--- config.mk ---
export PLATFORM = sky130hd
export DESIGN_NAME = tap_ident_ac
export DESIGN_NICKNAME = d
export VERILOG_FILES = /design/src/hdl/tap_pkg.sv /design/src/hdl/tap_pins_if.sv /design/src/hdl/tap_pin_sync.sv /design/src/hdl/tap_ident_ac.sv
export SDC_FILE = /design/constraint.sdc
export NUM_CORES = 1
export LEC_CHECK = 0
export BUFFER_PORTS_ARGS = -buffer_cell sky130_fd_sc_hd__clkbuf_2
export CELL_PAD_IN_SITES_DETAIL_PLACEMENT = 1
export CELL_PAD_IN_SITES_GLOBAL_PLACEMENT = 1
export CORE_MARGIN = 2
export CORE_UTILIZATION = 49
export CTS_BUF_LIST = sky130_fd_sc_hd__clkbuf_16
export DETAILED_ROUTE_END_ITERATION = 10
export GPL_TIMING_DRIVEN = 0
export HOLD_SLACK_MARGIN = 0.06
export PLACE_DENSITY_LB_ADDON = 0.1
export SETUP_SLACK_MARGIN = 0.05
export SYNTH_ARGS = -nofsm -noshare
export SYNTH_HDL_FRONTEND = slang
export SYNTH_SLANG_ARGS = --single-unit
--- constraint.sdc ---
create_clock -name mclk -period 3.56 [get_ports mclk]
set_input_delay 1.068 -clock mclk [delete_from_list [all_inputs] [get_ports mclk]]
set_output_delay 1.068 -clock mclk [all_outputs]
set_load 0.01 [all_outputs]
--- src/hdl/tap_pkg.sv ---
// Constants and types shared by the test access port files.
package tap_pkg;

    localparam int IR_WIDTH = 6;
    localparam int ID_WIDTH = 32;

    localparam logic [IR_WIDTH-1:0] OP_EXTEST   = 6'h00;
    localparam logic [IR_WIDTH-1:0] OP_SAMPLE   = 6'h01;
    localparam logic [IR_WIDTH-1:0] OP_IDENT    = 6'h02;
    localparam logic [IR_WIDTH-1:0] OP_HIGHZ    = 6'h03;
    localparam logic [IR_WIDTH-1:0] OP_AC_TRAIN = 6'h3C;
    localparam logic [IR_WIDTH-1:0] OP_AC_PULSE = 6'h3D;
    localparam logic [IR_WIDTH-1:0] OP_CLAMP    = 6'h3E;
    localparam logic [IR_WIDTH-1:0] OP_BYPASS   = 6'h3F;

    // Loaded into the instruction shift register in Capture-IR; low bits are 01.
    localparam logic [IR_WIDTH-1:0] IR_CAPTURE_PATTERN = 6'h01;
    localparam logic                BYPASS_CAPTURE     = 1'h0;

    // Identification value layout.
    localparam int ID_RSVD_POS  = 0;
    localparam int MAKER_LSB    = 1;
    localparam int MAKER_WIDTH  = 11;
    localparam int PART_LSB     = 12;
    localparam int PART_WIDTH   = 16;
    localparam int REV_LSB      = 28;
    localparam int REV_WIDTH    = 4;
    localparam logic ID_RSVD_VALUE = 1'h1;

    localparam int SYNC_STAGES = 2;

    typedef enum logic [3:0] {
        TLR       = 4'h0,
        RTI       = 4'h1,
        SEL_DR    = 4'h2,
        CAP_DR    = 4'h3,
        SHIFT_DR  = 4'h4,
        EXIT1_DR  = 4'h5,
        PAUSE_DR  = 4'h6,
        EXIT2_DR  = 4'h7,
        UPD_DR    = 4'h8,
        SEL_IR    = 4'h9,
        CAP_IR    = 4'hA,
        SHIFT_IR  = 4'hB,
        EXIT1_IR  = 4'hC,
        PAUSE_IR  = 4'hD,
        EXIT2_IR  = 4'hE,
        UPD_IR    = 4'hF
    } tap_state_t;

    typedef enum logic [1:0] {
        SEL_IDENT  = 2'h0,
        SEL_BYPASS = 2'h1,
        SEL_BSR    = 2'h2
    } dr_sel_t;

endpackage : tap_pkg

--- src/hdl/tap_pins_if.sv ---
// Synchronised test port pins and test clock edge strobes.
`timescale 1ns/10ps
interface tap_pins_if;
    logic tck_rise;
    logic tck_fall;
    logic tms;
    logic tdi;
    logic trst_n;

    modport sync_side (output tck_rise, output tck_fall, output tms, output tdi, output trst_n);
    modport core_side (input tck_rise, input tck_fall, input tms, input tdi, input trst_n);
endinterface : tap_pins_if

--- src/hdl/tap_pin_sync.sv ---
// Two-stage synchronisers for the test port pins and test clock edge finder.
`timescale 1ns/10ps
module tap_pin_sync
    import tap_pkg::*;
(
    // Clock and reset
    input  wire logic  mclk,
    input  wire logic  sys_rst,
    // Raw pins
    input  wire logic  tck,
    input  wire logic  tms,
    input  wire logic  tdi,
    input  wire logic  trst_n,
    // Synchronised side
    tap_pins_if.sync_side pins
);

    logic [SYNC_STAGES-1:0] tck_sync;
    logic [SYNC_STAGES-1:0] tms_sync;
    logic [SYNC_STAGES-1:0] tdi_sync;
    logic [SYNC_STAGES-1:0] trst_n_sync;
    logic                   tck_last;

    // Test reset syncs to low so the port starts quiet.
    always_ff @(posedge mclk)
    begin
        if (sys_rst)
        begin
            tck_sync    <= '0;
            tms_sync    <= '1;
            tdi_sync    <= '1;
            trst_n_sync <= '0;
            tck_last    <= 1'h0;
        end
        else
        begin
            tck_sync    <= {tck_sync[0], tck};
            tms_sync    <= {tms_sync[0], tms};
            tdi_sync    <= {tdi_sync[0], tdi};
            trst_n_sync <= {trst_n_sync[0], trst_n};
            tck_last    <= tck_sync[SYNC_STAGES-1];
        end
    end

    assign pins.tck_rise = tck_sync[SYNC_STAGES-1] & ~tck_last;
    assign pins.tck_fall = ~tck_sync[SYNC_STAGES-1] & tck_last;
    assign pins.tms      = tms_sync[SYNC_STAGES-1];
    assign pins.tdi      = tdi_sync[SYNC_STAGES-1];
    assign pins.trst_n   = trst_n_sync[SYNC_STAGES-1];

endmodule : tap_pin_sync

--- src/hdl/tap_ident_ac.sv ---
// Test access port with identification, bypass and AC test instructions.
`timescale 1ns/10ps

// Function
// Any port reset makes identification current.
// Identification value bit zero is one.
// Tester reads first bit to detect identification.
// Single-bit bypass register also exists.
// Identification shifts out 32 bits, LSB first.
// Fields: reserved, maker, part, revision.
// Capture-IR loads pattern ending binary 01.
// AC instructions take effect at Update-IR fall.
// AC scan data shifts TDI to TDO.
// Train pulses last while in Run-Test/Idle.
// Pulse width equals Run-Test/Idle dwell.
// No Run-Test/Idle means plain DC behaviour.
// Tester never loads reserved opcodes.
// Idle system holds port in reset.
// Tester drives test clock low when unused.
// Six-bit instruction; train and pulse opcodes.
// Capture-DR loads zero into bypass.
// Unassigned opcodes reserved; identification is 000010.
module tap_ident_ac
    import tap_pkg::*;
#(
    parameter int                       AC_WIDTH   = 4,
    parameter logic [MAKER_WIDTH-1:0]   MAKER_CODE = 11'h0A5, // Arbitrary value.
    parameter logic [PART_WIDTH-1:0]    PART_CODE  = 16'h1234, // Arbitrary value.
    parameter logic [REV_WIDTH-1:0]     REVISION   = 4'h1
)
(
    // Clock and reset
    input  wire logic                mclk,
    input  wire logic                sys_rst,
    // Test port pins
    input  wire logic                tck,
    input  wire logic                tms,
    input  wire logic                tdi,
    input  wire logic                trst_n,
    output logic                     tdo,
    output logic                     tdo_oe,
    // AC tested outputs
    output logic [AC_WIDTH-1:0]      ac_out,
    output logic                     ac_drive
);

    localparam logic [ID_WIDTH-1:0] ID_VALUE =
        {REVISION, PART_CODE, MAKER_CODE, ID_RSVD_VALUE};

    tap_pins_if pins ();

    tap_pin_sync u_sync (
        .mclk    (mclk),
        .sys_rst (sys_rst),
        .tck     (tck),
        .tms     (tms),
        .tdi     (tdi),
        .trst_n  (trst_n),
        .pins    (pins)
    );

    tap_state_t             state;
    tap_state_t             next_state;
    logic [IR_WIDTH-1:0]    ir;
    logic [IR_WIDTH-1:0]    ir_sr;
    logic [ID_WIDTH-1:0]    id_sr;
    logic                   byp;
    logic [AC_WIDTH-1:0]    bsr;
    logic [AC_WIDTH-1:0]    bsr_upd;
    logic                   phase;
    logic                   dr_bit;
    logic [AC_WIDTH-1:0]    next_ac;
    logic                   port_reset;
    dr_sel_t                sel;

    // Reserved opcodes are routed to bypass so a stray load stays harmless.
    function automatic dr_sel_t dr_select(input logic [IR_WIDTH-1:0] op);
        if (op == OP_IDENT)
            return SEL_IDENT;
        else if (op == OP_EXTEST || op == OP_SAMPLE || op == OP_AC_TRAIN || op == OP_AC_PULSE)
            return SEL_BSR;
        else
            return SEL_BYPASS;
    endfunction : dr_select

    function automatic logic drives_pins(input logic [IR_WIDTH-1:0] op);
        return (op == OP_EXTEST || op == OP_AC_TRAIN || op == OP_AC_PULSE || op == OP_CLAMP);
    endfunction : drives_pins

    assign sel        = dr_select(ir);
    assign port_reset = sys_rst | ~pins.trst_n;

    always_comb
    begin
        next_state = state;
        case (state)
            TLR:      next_state = pins.tms ? TLR      : RTI;
            RTI:      next_state = pins.tms ? SEL_DR   : RTI;
            SEL_DR:   next_state = pins.tms ? SEL_IR   : CAP_DR;
            CAP_DR:   next_state = pins.tms ? EXIT1_DR : SHIFT_DR;
            SHIFT_DR: next_state = pins.tms ? EXIT1_DR : SHIFT_DR;
            EXIT1_DR: next_state = pins.tms ? UPD_DR   : PAUSE_DR;
            PAUSE_DR: next_state = pins.tms ? EXIT2_DR : PAUSE_DR;
            EXIT2_DR: next_state = pins.tms ? UPD_DR   : SHIFT_DR;
            UPD_DR:   next_state = pins.tms ? SEL_DR   : RTI;
            SEL_IR:   next_state = pins.tms ? TLR      : CAP_IR;
            CAP_IR:   next_state = pins.tms ? EXIT1_IR : SHIFT_IR;
            SHIFT_IR: next_state = pins.tms ? EXIT1_IR : SHIFT_IR;
            EXIT1_IR: next_state = pins.tms ? UPD_IR   : PAUSE_IR;
            PAUSE_IR: next_state = pins.tms ? EXIT2_IR : PAUSE_IR;
            EXIT2_IR: next_state = pins.tms ? UPD_IR   : SHIFT_IR;
            UPD_IR:   next_state = pins.tms ? SEL_DR   : RTI;
            default:  next_state = TLR;
        endcase
    end

    // Five rising test clocks with mode select high always land in TLR.
    always_ff @(posedge mclk)
    begin
        if (port_reset)
            state <= TLR;
        else if (pins.tck_rise)
            state <= next_state;
    end

    // Instruction register loads on the falling test clock in Update-IR; port reset and TLR force identification.
    always_ff @(posedge mclk)
    begin
        if (port_reset || state == TLR)
            ir <= OP_IDENT;
        else if (pins.tck_fall && state == UPD_IR)
            ir <= ir_sr;
    end

    always_ff @(posedge mclk)
    begin
        if (port_reset)
            ir_sr <= IR_CAPTURE_PATTERN;
        else if (pins.tck_rise && state == CAP_IR)
            ir_sr <= IR_CAPTURE_PATTERN;
        else if (pins.tck_rise && state == SHIFT_IR)
            ir_sr <= {pins.tdi, ir_sr[IR_WIDTH-1:1]};
    end

    always_ff @(posedge mclk)
    begin
        if (port_reset)
            id_sr <= ID_VALUE;
        else if (pins.tck_rise && state == CAP_DR && sel == SEL_IDENT)
            id_sr <= ID_VALUE;
        else if (pins.tck_rise && state == SHIFT_DR && sel == SEL_IDENT)
            id_sr <= {pins.tdi, id_sr[ID_WIDTH-1:1]};
    end

    always_ff @(posedge mclk)
    begin
        if (port_reset)
            byp <= BYPASS_CAPTURE;
        else if (pins.tck_rise && state == CAP_DR && sel == SEL_BYPASS)
            byp <= BYPASS_CAPTURE;
        else if (pins.tck_rise && state == SHIFT_DR && sel == SEL_BYPASS)
            byp <= pins.tdi;
    end

    // The boundary cells stand in for the AC tested pins only.
    always_ff @(posedge mclk)
    begin
        if (port_reset)
            bsr <= '0;
        else if (pins.tck_rise && state == CAP_DR && sel == SEL_BSR)
            bsr <= ac_out;
        else if (pins.tck_rise && state == SHIFT_DR && sel == SEL_BSR)
            bsr <= {pins.tdi, bsr[AC_WIDTH-1:1]};
    end

    always_ff @(posedge mclk)
    begin
        if (port_reset)
            bsr_upd <= '0;
        else if (pins.tck_fall && state == UPD_DR && sel == SEL_BSR)
            bsr_upd <= bsr;
    end

    always_comb
    begin
        case (sel)
            SEL_IDENT: dr_bit = id_sr[0];
            SEL_BSR:   dr_bit = bsr[0];
            default:   dr_bit = byp;
        endcase
    end

    // Data leaves on the falling edge so the tester samples a stable bit.
    always_ff @(posedge mclk)
    begin
        if (port_reset)
        begin
            tdo    <= 1'h0;
            tdo_oe <= 1'h0;
        end
        else if (pins.tck_fall)
        begin
            tdo    <= (state == SHIFT_IR) ? ir_sr[0] : dr_bit;
            tdo_oe <= (state == SHIFT_IR) || (state == SHIFT_DR);
        end
    end

    // Train phase flips on every rising test clock spent in Run-Test/Idle.
    always_ff @(posedge mclk)
    begin
        if (port_reset || state != RTI || ir != OP_AC_TRAIN)
            phase <= 1'h0;
        else if (pins.tck_rise)
            phase <= ~phase;
    end

    always_comb
    begin
        if (state == RTI && ir == OP_AC_TRAIN)
            next_ac = bsr_upd ^ {AC_WIDTH{phase}};
        else if (state == RTI && ir == OP_AC_PULSE)
            next_ac = ~bsr_upd;
        else
            next_ac = bsr_upd;
    end

    always_ff @(posedge mclk)
    begin
        if (port_reset)
        begin
            ac_out   <= '0;
            ac_drive <= 1'h0;
        end
        else
        begin
            ac_out   <= next_ac;
            ac_drive <= drives_pins(ir);
        end
    end
endmodule : tap_ident_ac

==> metrics, run 1 <==
Worst-Margin Slew=762 ps; Buf+Inv Stages, Crit Path=4; Setup CP Type=input pin to flop; CP Cell Sequence=clkbuf_2 -> clkbuf_1 -> nand2b_1 -> clkbuf_1 -> nor2_1 -> clkbuf_1 -> nand3_1; max cap viols=0; Total Power=1.80 mW; Clock Sinks=between 70 and 80; IO Pins=13; RSZ-0062 raised after global routing=no; Post-Synthesis Cells=350; wire per inst=~16 um; Final HPWL DP=about 4.6 mm; Vias=between 2k and 2.5k; ANT cells=0; post-synthesis register bit count=74; endpoints failing hold=0; hold_buf cts=0; DR vias/cell=roughly 5.5; gr usage total=a little under a quarter; DR DRC count=0; ys flop type=dfxtp_1; cell repeated most along the worst path=clkbuf_1; fill cell count=just over 700; Initial DRC Count=between 80 and 90; NumNets Final=approximately 380; 1st-pass router iterations=4; largest net degree at the start of global routing=13; fin crit period=between 2000 and 2500 ps; Syn Nets=~360; clock tree buffer depth=2; Slew Viols, Final=0; Die Wd=~82 um; Cell variety after synth=between 40 and 50; Mapped Avg Cell Area=8.51 um2; sequential share of the synthesized area=between 40 and 50%; core area=5890 um2; crit path capture type=flop; global route overflow=0; outcome=complete, no violations; Slew headroom=48.8%; die area=between 6000 and 7000 um2; crit path max fanout=10; setup TNS=0 ps; final count of negative-setup-slack endpoints=0; initial antenna violation count=0; Max IR drop VDD=slightly above 300 uV; Critical Path RT=around 3700 ps; die height=82.0 um; post-route setup slack=~1200 ps; worst skew pair latency=330 ps; worst path arrival time=about 2600 ps; CTS buffer count=9; Mapped Area=between 2000 and 3000 um2; asr flop ratio synth=0%; first-pass GRT wire length=roughly 12 mm; Top Family by Delay on Critical Path=buffers and inverters; vias in the first global route=~2.5k; I/O Buffers=12; GP Congestion=around 0.8; P_leak=approximately 1.2 nW; Worst-path clk slew=around 60 ps; CTS tree=yes; Post-CTS Setup Bufs=0; row count=28; Place WS=approximately 860 ps; Starting Density=50.6%; DRT antenna net count=0; drt total wl=7.14 mm; Yosys warnings=0; Tcrit/Tclk final=67.1%; PostCTS Resize Cnt=0; Hold/Removal Path Class=flop to flop; number of synthesized flops with an enable pin=0; skew final=just under 5 ps; Root Driver=clkbuf_16; critical path startpoint category=input pin; crit path max-delay cell type=clkbuf_1; area grow syn2layout=15.5%; share of layout cells above drive strength 1=12.2%; Max Clock Freq=roughly 0.42 GHz; max incr delay on CP=420 ps; H-tree depth=3; pwr dens=524 nW/um2
layout by cell type, fill, tap and decap left out, types with 2 or more instances in the layout:
| master | count |
|---|---|
| nand2_1 | 74 |
| dfxtp_1 | 74 |
| nor2_1 | 36 |
| a21oi_1 | 35 |
| clkbuf_1 | 15 |
| mux2i_1 | 15 |
| nand3_1 | 14 |
| clkbuf_2 | 13 |
| nor2b_1 | 12 |
| o21ai_0 | 11 |
| clkbuf_16 | 9 |
| nand2b_1 | 5 |
| xnor2_1 | 5 |
| inv_1 | 4 |
| buf_6 | 4 |
| o22ai_1 | 4 |
| or2_2 | 4 |
| a211o_1 | 3 |
| or2_1 | 2 |
| or3_1 | 2 |
| buf_2 | 2 |
| a2111oi_0 | 2 |
| o31ai_1 | 2 |
| nor4_1 | 2 |
| bufinv_16 | 2 |
flip-flops by register name (all words and copies together) (netlist names):
register,flops
id_sr,32
ir,6
ir_sr,6
ac_out,4
bsr,4
bsr_upd,4
state,4
u_sync.tck_sync,2
u_sync.tdi_sync,2
u_sync.tms_sync,2
u_sync.trst_n_sync,2
ac_drive,1
byp,1
phase,1
tdo,1
tdo_oe,1
u_sync.tck_last,1
synthesized netlist by cell type, types with 3 or more instances:
cell	n	share of area, %
nand2_1	74	9.3
nand2b_1	5	1.0
dfxtp_1	74	50
o21ai_0	11	1.8
a21oi_1	35	5.9
nor2b_1	12	2.5
nor2_1	36	4.5
inv_1	3	0.38
clkbuf_1	15	1.9
nand3_1	14	2.4
buf_6	4	1.5
xnor2_1	5	1.5
mux2i_1	15	5.0
a211o_1	3	0.88
o22ai_1	4	0.84
or2_2	4	0.84
final cells by class:
cell class                      count  area, um2  area share, %
Buffer                             23        124           3.60
Clock buffer                        9        225           6.54
Clock inverter                      6       83.8           2.44
Sequential cell                    74       1480           43.0
Tap cell                           75       93.8           2.73
Inverter                            3       11.3          0.327
Timing Repair Buffer               12       60.1           1.74
Multi-Input combinational cell    250       1360           39.6
path summary, 6_finish.rpt:
path                            depth (start not counted)          startpoint                 end  slack, ps
worst min-delay path                                    1  u_sync.tms_sync[0]  u_sync.tms_sync[1]        410
worst max-delay path                                    7             sys_rst           id_sr[28]       1170
worst max register to register                          6               ir[2]          bsr_upd[0]       1460
worst min register to register                          1  u_sync.tms_sync[0]  u_sync.tms_sync[1]        410
logic make-up (layout without fill, tap and decap cells):
logic type      Yosys count  after routing  synth area share [%]
compound gates           69             69                  14.2
xor+xnor                  5              5                  1.47
buf+inv                  26             53                  4.54
flops                    74             74                  49.7
mux                      15             15                  5.04
simple gates            161            161                  25.0
metal layers:
metal / GRT usage [%] / routed length, um
met2: 37.9 / 3330
met3: 5.38 / 170
met4: 10.7 / 155
met5: 0 / 0
met1: 30.6 / 3490
per-stage QoR:
step	cells	area [um2]	util (%)	hold slack (ps)
2_1_floorplan	350	2980	-	389
3_3_place_gp	437	3130	53.2	392
3_5_place_dp	437	3130	53.2	405
4_1_cts	452	3440	58.5	418
5_1_grt	452	3440	58.5	445
6_report	452	3440	58.5	415
power by group:
group	internal [mW]	switching, mW	total [mW]
logic	0.00945	0.0162	0.0257
registers	0.833	0.00234	0.835
clock network	0.605	0.338	0.943
Power figures use the tool's default switching activity.
==> run 2, diff against run 1 <==
--- a/config.mk
+++ b/config.mk
@@ -9,7 +9,7 @@
 export CELL_PAD_IN_SITES_DETAIL_PLACEMENT = 1
 export CELL_PAD_IN_SITES_GLOBAL_PLACEMENT = 1
 export CORE_MARGIN = 2
-export CORE_UTILIZATION = 49
+export CORE_UTILIZATION = 41
 export CTS_BUF_LIST = sky130_fd_sc_hd__clkbuf_16
 export DETAILED_ROUTE_END_ITERATION = 10
 export GPL_TIMING_DRIVEN = 0
==> constraint.sdc (replaced) <==
create_clock -name mclk -period 2.1 [get_ports mclk]
set_input_delay 0.63 -clock mclk [delete_from_list [all_inputs] [get_ports mclk]]
set_output_delay 0.63 -clock mclk [all_outputs]
set_load 0.01 [all_outputs]
==> metrics, run 2 (same netlist as run 1, synthesis figures left out) <==
Vias=2,436 (-1.7%); Net Sw Frac=20.1% (+0.30 points); Setup CP Type=flop to flop; IO Pins=13 (unchanged); Comb pwr share=1.4% (about the same); critical path depth=7 (unchanged); global route overflow=0 (unchanged); first-pass GRT wire length=11.8 mm (-1.6%); Hold/Removal Path Class=flop to flop; Core Util, Final=49.1% (-9.3 points); hold_buf cts=0 (unchanged); Slew Viols, Final=0 (unchanged); FF/Latch Area=1480 um2 (unchanged); DRT antenna net count=0 (unchanged); DR DRC count=0 (unchanged); final instance area=3510 um2 (+1.9%); max cap viols=0 (unchanged); area of the multi-input gates=1390 um2 (+1.7%); placed insts=461 (+5.5%); Place WS=-199 ps (-1060 ps); placed cell areas=3160 um2 (+0.96%); share of layout cells above drive strength 1=14.6% (+2.3 points); crit path max-delay cell type=or4b_4; Initial DRC Count=53 (-40%); H-tree depth=3 (unchanged); max incr delay on CP=550 ps (+130 ps); most frequent cells in the layout=dfxtp_1, nand2_1, nor2_1, a21oi_1, clkbuf_2; core area=7140 um2 (+21%); Worst-Margin Slew=775 ps (+13.5 ps); Die Wd=89.2 um (+8.9%); final count of negative-setup-slack endpoints=0 (unchanged); setup TNS=0 ps (unchanged); die height=89.2 um (+8.9%); DR vias/cell=5.11 (-6.8%); P_leak=1.22 nW (+2.6%); Tcrit/Tclk final=a little over nine tenths; outcome=complete, no violations; Largest regs=id_sr: 32 flops, ir: 6 flops, ir_sr: 6 flops; initial antenna violation count=0 (unchanged); pwr dens=876 nW/um2 (+67%); crit path max fanout=9 (-1); NumNets Final=379 (unchanged); Critical Path RT=2310 ps (-1430 ps); Max Clock Freq=between 0.5 and 0.6 GHz; GP Congestion=0.790 (-1.0%); row count=31 (+11%); Worst-path clk slew=60 ps (about the same); wire per inst=14.8 um (-6.3%); Starting Density=41.7% (-8.9 points); skew final=5.75 ps (+0.891 ps); CTS buffer count=9 (unchanged); CP Cell Sequence=buf_6 -> or4b_4 -> or2_1 -> buf_6 -> a211o_1 -> a32oi_1 -> nor2_1; ANT cells=0 (unchanged); endpoints failing hold=0 (unchanged); Flop pwr share=46.1% (-0.2 points); Top reg by flops=id_sr; worst path arrival time=2180 ps (-390 ps); fin cells=477 (+5.5%); fill cell count=904 (+28%); die area=7960 um2 (+19%); Buf+Inv Stages, Crit Path=2 (-2); largest net degree at the start of global routing=13 (unchanged); max reg flops=32 (unchanged); area grow syn2layout=17.7%; cell repeated most along the worst path=buf_6; crit path capture type=flop; gr usage total=19.6% (-4.2 points); fin crit period=1970 ps; internal power=2.46 mW (+70%); Psw=0.616 mW (+73%); commonest non-fill, non-tap cell in the layout=dfxtp_1; Root Driver=clkbuf_16; Clock Sinks=74 (unchanged); Slew headroom=47.9% (-0.91 points); clock tree buffer depth=2 (unchanged); Max IR drop VDD=475 uV (+57%); drt total wl=7.07 mm (-1.1%); hold-critical path depth=1 (unchanged); clock power share=52.5% (+0.2 points); 1st-pass router iterations=4 (unchanged); critical path startpoint category=flop; reg2reg path depth=7 (+1); Final HPWL DP=4.62 mm (+0.29%); vias in the first global route=2,328 (-5.5%); post-route setup slack=132 ps (-1040 ps); I/O Buffers=12 (unchanged); RSZ-0062 raised after global routing=no; Top Family by Delay on Critical Path=simple AND/OR/NAND/NOR gates; worst skew pair latency=330 ps (about the same); CTS tree=yes
[run 2: cell count changes in the layout (fill, tap and decap cells not counted), sizes merged]
cell,delta
clkinv,-1
buf,+1
clkbuf,-1
inv,+2
[run 2: per-layer routing]
layer / part of all wire (%) / global-route usage, % / up-vias / routed length [um]
met5: 0 / 0 / - / 0
met4: 1.9 / 8.55 / 0 / 131
met3: 2.5 / 3.05 / 10 / 176
met2: 46 / 29.7 / 29 / 3250
met1: 50 / 27.6 / 1168 / 3510
li1: - / - / 1229 / -
[run 2: power groups by stage]
stage | clock [mW] | sequential [mW] | combinational, mW
global placement | 0 | 1.45 | 0.0422
CTS | 1.65 | 1.42 | 0.0437
detailed placement | 0 | 1.45 | 0.0432
finish | 1.61 | 1.42 | 0.0433
floorplan | 0 | 1.44 | 0.0284
global route | 1.70 | 1.42 | 0.0491
[run 2: path summary, 6_finish.rpt]
kind                       from  slack [ps]                  to
max reg2reg            state[0]         130                 byp
min reg2reg  u_sync.tms_sync[0]         410  u_sync.tms_sync[1]
max                    state[0]         130                 byp
min          u_sync.tms_sync[0]         410  u_sync.tms_sync[1]
[run 2: area by class of cell]
cell class	count	area share, %
inverters	3	0.321
flip-flops and latches	74	42.2
plain buffers	23	3.75
clock inverters	7	2.50
repair buffers	12	1.71
multi-input cells	250	39.5
well taps	99	3.53
clock buffers	9	6.42
[run 2: through the flow]
stage | power (mW) | hold slack, ps
finish | 3.07 | 408
global route | 3.16 | 438
CTS | 3.11 | 417
detailed placement | 1.49 | 402
global placement | 1.49 | 393
floorplan | 1.47 | 389
[run 2: worst reg2reg max path: stages (launching register included)]
cell and delay (ps):
dfxtp_1 310, buf_6 130, or4b_4 550, or2_1 240, buf_6 140, a211o_1 280
a32oi_1 150, nor2_1 60
[run 2: what timing repair did]
action	in CTS	in global routing
buffers inserted	0	0
gates resized for setup	3	12
endpoints found under the setup margin	22	50
==> run 3, diff against run 2 <==
--- a/config.mk
+++ b/config.mk
@@ -8,6 +8,7 @@
 export BUFFER_PORTS_ARGS = -buffer_cell sky130_fd_sc_hd__clkbuf_2
 export CELL_PAD_IN_SITES_DETAIL_PLACEMENT = 1
 export CELL_PAD_IN_SITES_GLOBAL_PLACEMENT = 1
+export CORE_ASPECT_RATIO = 1.2
 export CORE_MARGIN = 2
 export CORE_UTILIZATION = 41
 export CTS_BUF_LIST = sky130_fd_sc_hd__clkbuf_16
==> metrics, run 3 (same netlist as run 1, synthesis figures left out) <==
Die Wd=81.8 um (-8.3%); critical path startpoint category=flop; final count of negative-setup-slack endpoints=0 (unchanged); Critical path origin=state[0]; Starting Density=41.7% (-0.058 points); RSZ-0062 raised after global routing=yes; core area=7150 um2 (+0.14%); H-tree depth=3 (unchanged); share of layout cells above drive strength 1=15.2% (+0.67 points); Clock Sinks=74 (unchanged); worst path arrival time=2160 ps (-20 ps); row count=34 (+9.7%); clock tree buffer depth=2 (unchanged); most frequent cells in the layout=nand2_1, dfxtp_1, nor2_1; Largest regs=id_sr: 32 flops, ir: 6 flops, ir_sr: 6 flops; placed insts=452 (-2.0%); placed cell areas=3150 um2 (-0.36%); fin crit period=1940 ps (-25.2 ps); DRT antenna net count=0 (unchanged); Max Clock Freq=0.515 GHz (+1.3%); Hold/Removal Path Class=flop to flop; Root Driver=clkbuf_16; Total Power=3.08 mW (+0.16%); first-pass GRT wire length=12.0 mm (+1.5%); CTS buffer count=9 (unchanged); die area=7970 um2 (about the same); DR DRC count=0 (unchanged); I/O Buffers=12 (unchanged); Initial DRC Count=44 (-17%); area grow syn2layout=17.9%; Critical Path RT=2310 ps (about the same); ANT cells=0 (unchanged); outcome=complete, no violations; crit path max fanout=9 (unchanged); IO Pins=13 (unchanged); reg2reg path depth=7 (unchanged); die height=97.4 um (+9.1%); Top reg by flops=id_sr; worst skew pair latency=330 ps (about the same); drt total wl=6.88 mm (-2.7%); endpoints failing hold=0 (unchanged); 1st-pass router iterations=4 (unchanged); Setup CP Type=flop to flop; Max IR drop VDD=460 uV (-3.2%); global route overflow=0 (unchanged); max cap viols=0 (unchanged); Critical Path Sink=byp; Final HPWL DP=4.82 mm (+4.3%); wire per inst=14.6 um (-1.4%); GP Congestion=0.751 (-4.9%); NumNets Final=382 (+0.79%); final instance area=3510 um2 (+0.14%); crit path capture type=flop; pwr dens=877 nW/um2 (about the same); Slew Viols, Final=0 (unchanged); largest net degree at the start of global routing=14 (+1); CTS tree=yes; Critical R2R Launch=state[0]; max reg flops=32 (unchanged); Reg2Reg Setup Slack=160 ps (+30 ps); skew final=10.2 ps (+4.43 ps); fin cells=471 (-1.3%); Vias=2,466 (+1.2%); P_leak=1.23 nW (+0.56%); R2R Path End=byp; initial antenna violation count=0 (unchanged); Worst-Margin Slew=802 ps (+27.1 ps); gr usage total=19.2% (-0.35 points); DR vias/cell=5.24 (+2.5%); Slew headroom=46.0% (-1.8 points); vias in the first global route=2,586 (+11%); Tcrit/Tclk final=92.5% (-1.2 points); Worst-path clk slew=60 ps (about the same)
## run 3: changes by cell type in the layout (fill, tap and decap cells not counted), sizes merged
| cell | before | now |
|---|---|---|
| buf | 8 | 10 |
| clkbuf | 36 | 37 |
| clkinvlp | 1 | 2 |
| inv | 6 | 5 |
## run 3: repair_timing
action / 4_1_cts / 5_1_grt
hold buffers: 0 / 0
gates resized for setup: 2 / 11
setup endpoints to repair: 12 / 45
buffers inserted: 0 / 3
## run 3: how the worst min path moves through the flow
stage                        from                 end  slack [ps]  cells past startpoint
6_report       u_sync.tms_sync[0]  u_sync.tms_sync[1]         410                      1
3_3_place_gp   u_sync.tdi_sync[0]  u_sync.tdi_sync[1]         390                      1
4_1_cts        u_sync.tms_sync[0]  u_sync.tms_sync[1]         410                      1
3_5_place_dp   u_sync.tdi_sync[0]  u_sync.tdi_sync[1]         400                      1
2_1_floorplan  u_sync.tdi_sync[0]  u_sync.tdi_sync[1]         390                      1
5_1_grt        u_sync.tdi_sync[0]  u_sync.tdi_sync[1]         420                      1
## run 3: report_power, final
| group | switching [mW] | internal (mW) | total [mW] |
|---|---|---|---|
| combinational | 0.0258 | 0.0165 | 0.0423 |
| clock | 0.584 | 1.04 | 1.62 |
| sequential | 0.00410 | 1.41 | 1.42 |
## run 3: area by class of cell
| type | count | area, um2 |
|---|---|---|
| fillers | 870 | 3630 |
| flip-flops and latches | 74 | 1480 |
| multi-input cells | 250 | 1380 |
| clock buffers | 9 | 225 |
| plain buffers | 23 | 131 |
| well taps | 90 | 113 |
| clock inverters | 7 | 92.6 |
| repair buffers | 15 | 82.6 |
| inverters | 3 | 11.3 |
## run 3: metal layers
metal  global-route usage (%)  wire, um  vias up
met5                        0         0        -
met4                     8.85       184        0
met3                     3.62       148       15
met2                     33.4      3570       24
met1                     22.2      2980     1194
li1                         -         -     1233
## run 3: worst max-delay path: stages (launching register included)
cell and delay [ps]:
dfxtp_1 310, buf_6 130, or4b_4 540, or2_1 230, buf_6 140, a211o_1 280
a32oi_1 150, nor2_1 50
## run 3: through the flow
stage | hold WS [ps] | setup WS (ps) | utilization [%] | setup TNS, ps
final | 410 | 158 | 49.1 | 0
after global routing | 424 | 11.8 | 49.1 | 0
after CTS | 414 | 59.5 | 48.7 | 0
after detailed placement | 399 | -204 | 44.1 | -2880
after global placement | 393 | -126 | 44.1 | -2370
after floorplan | 389 | 222 | - | 0
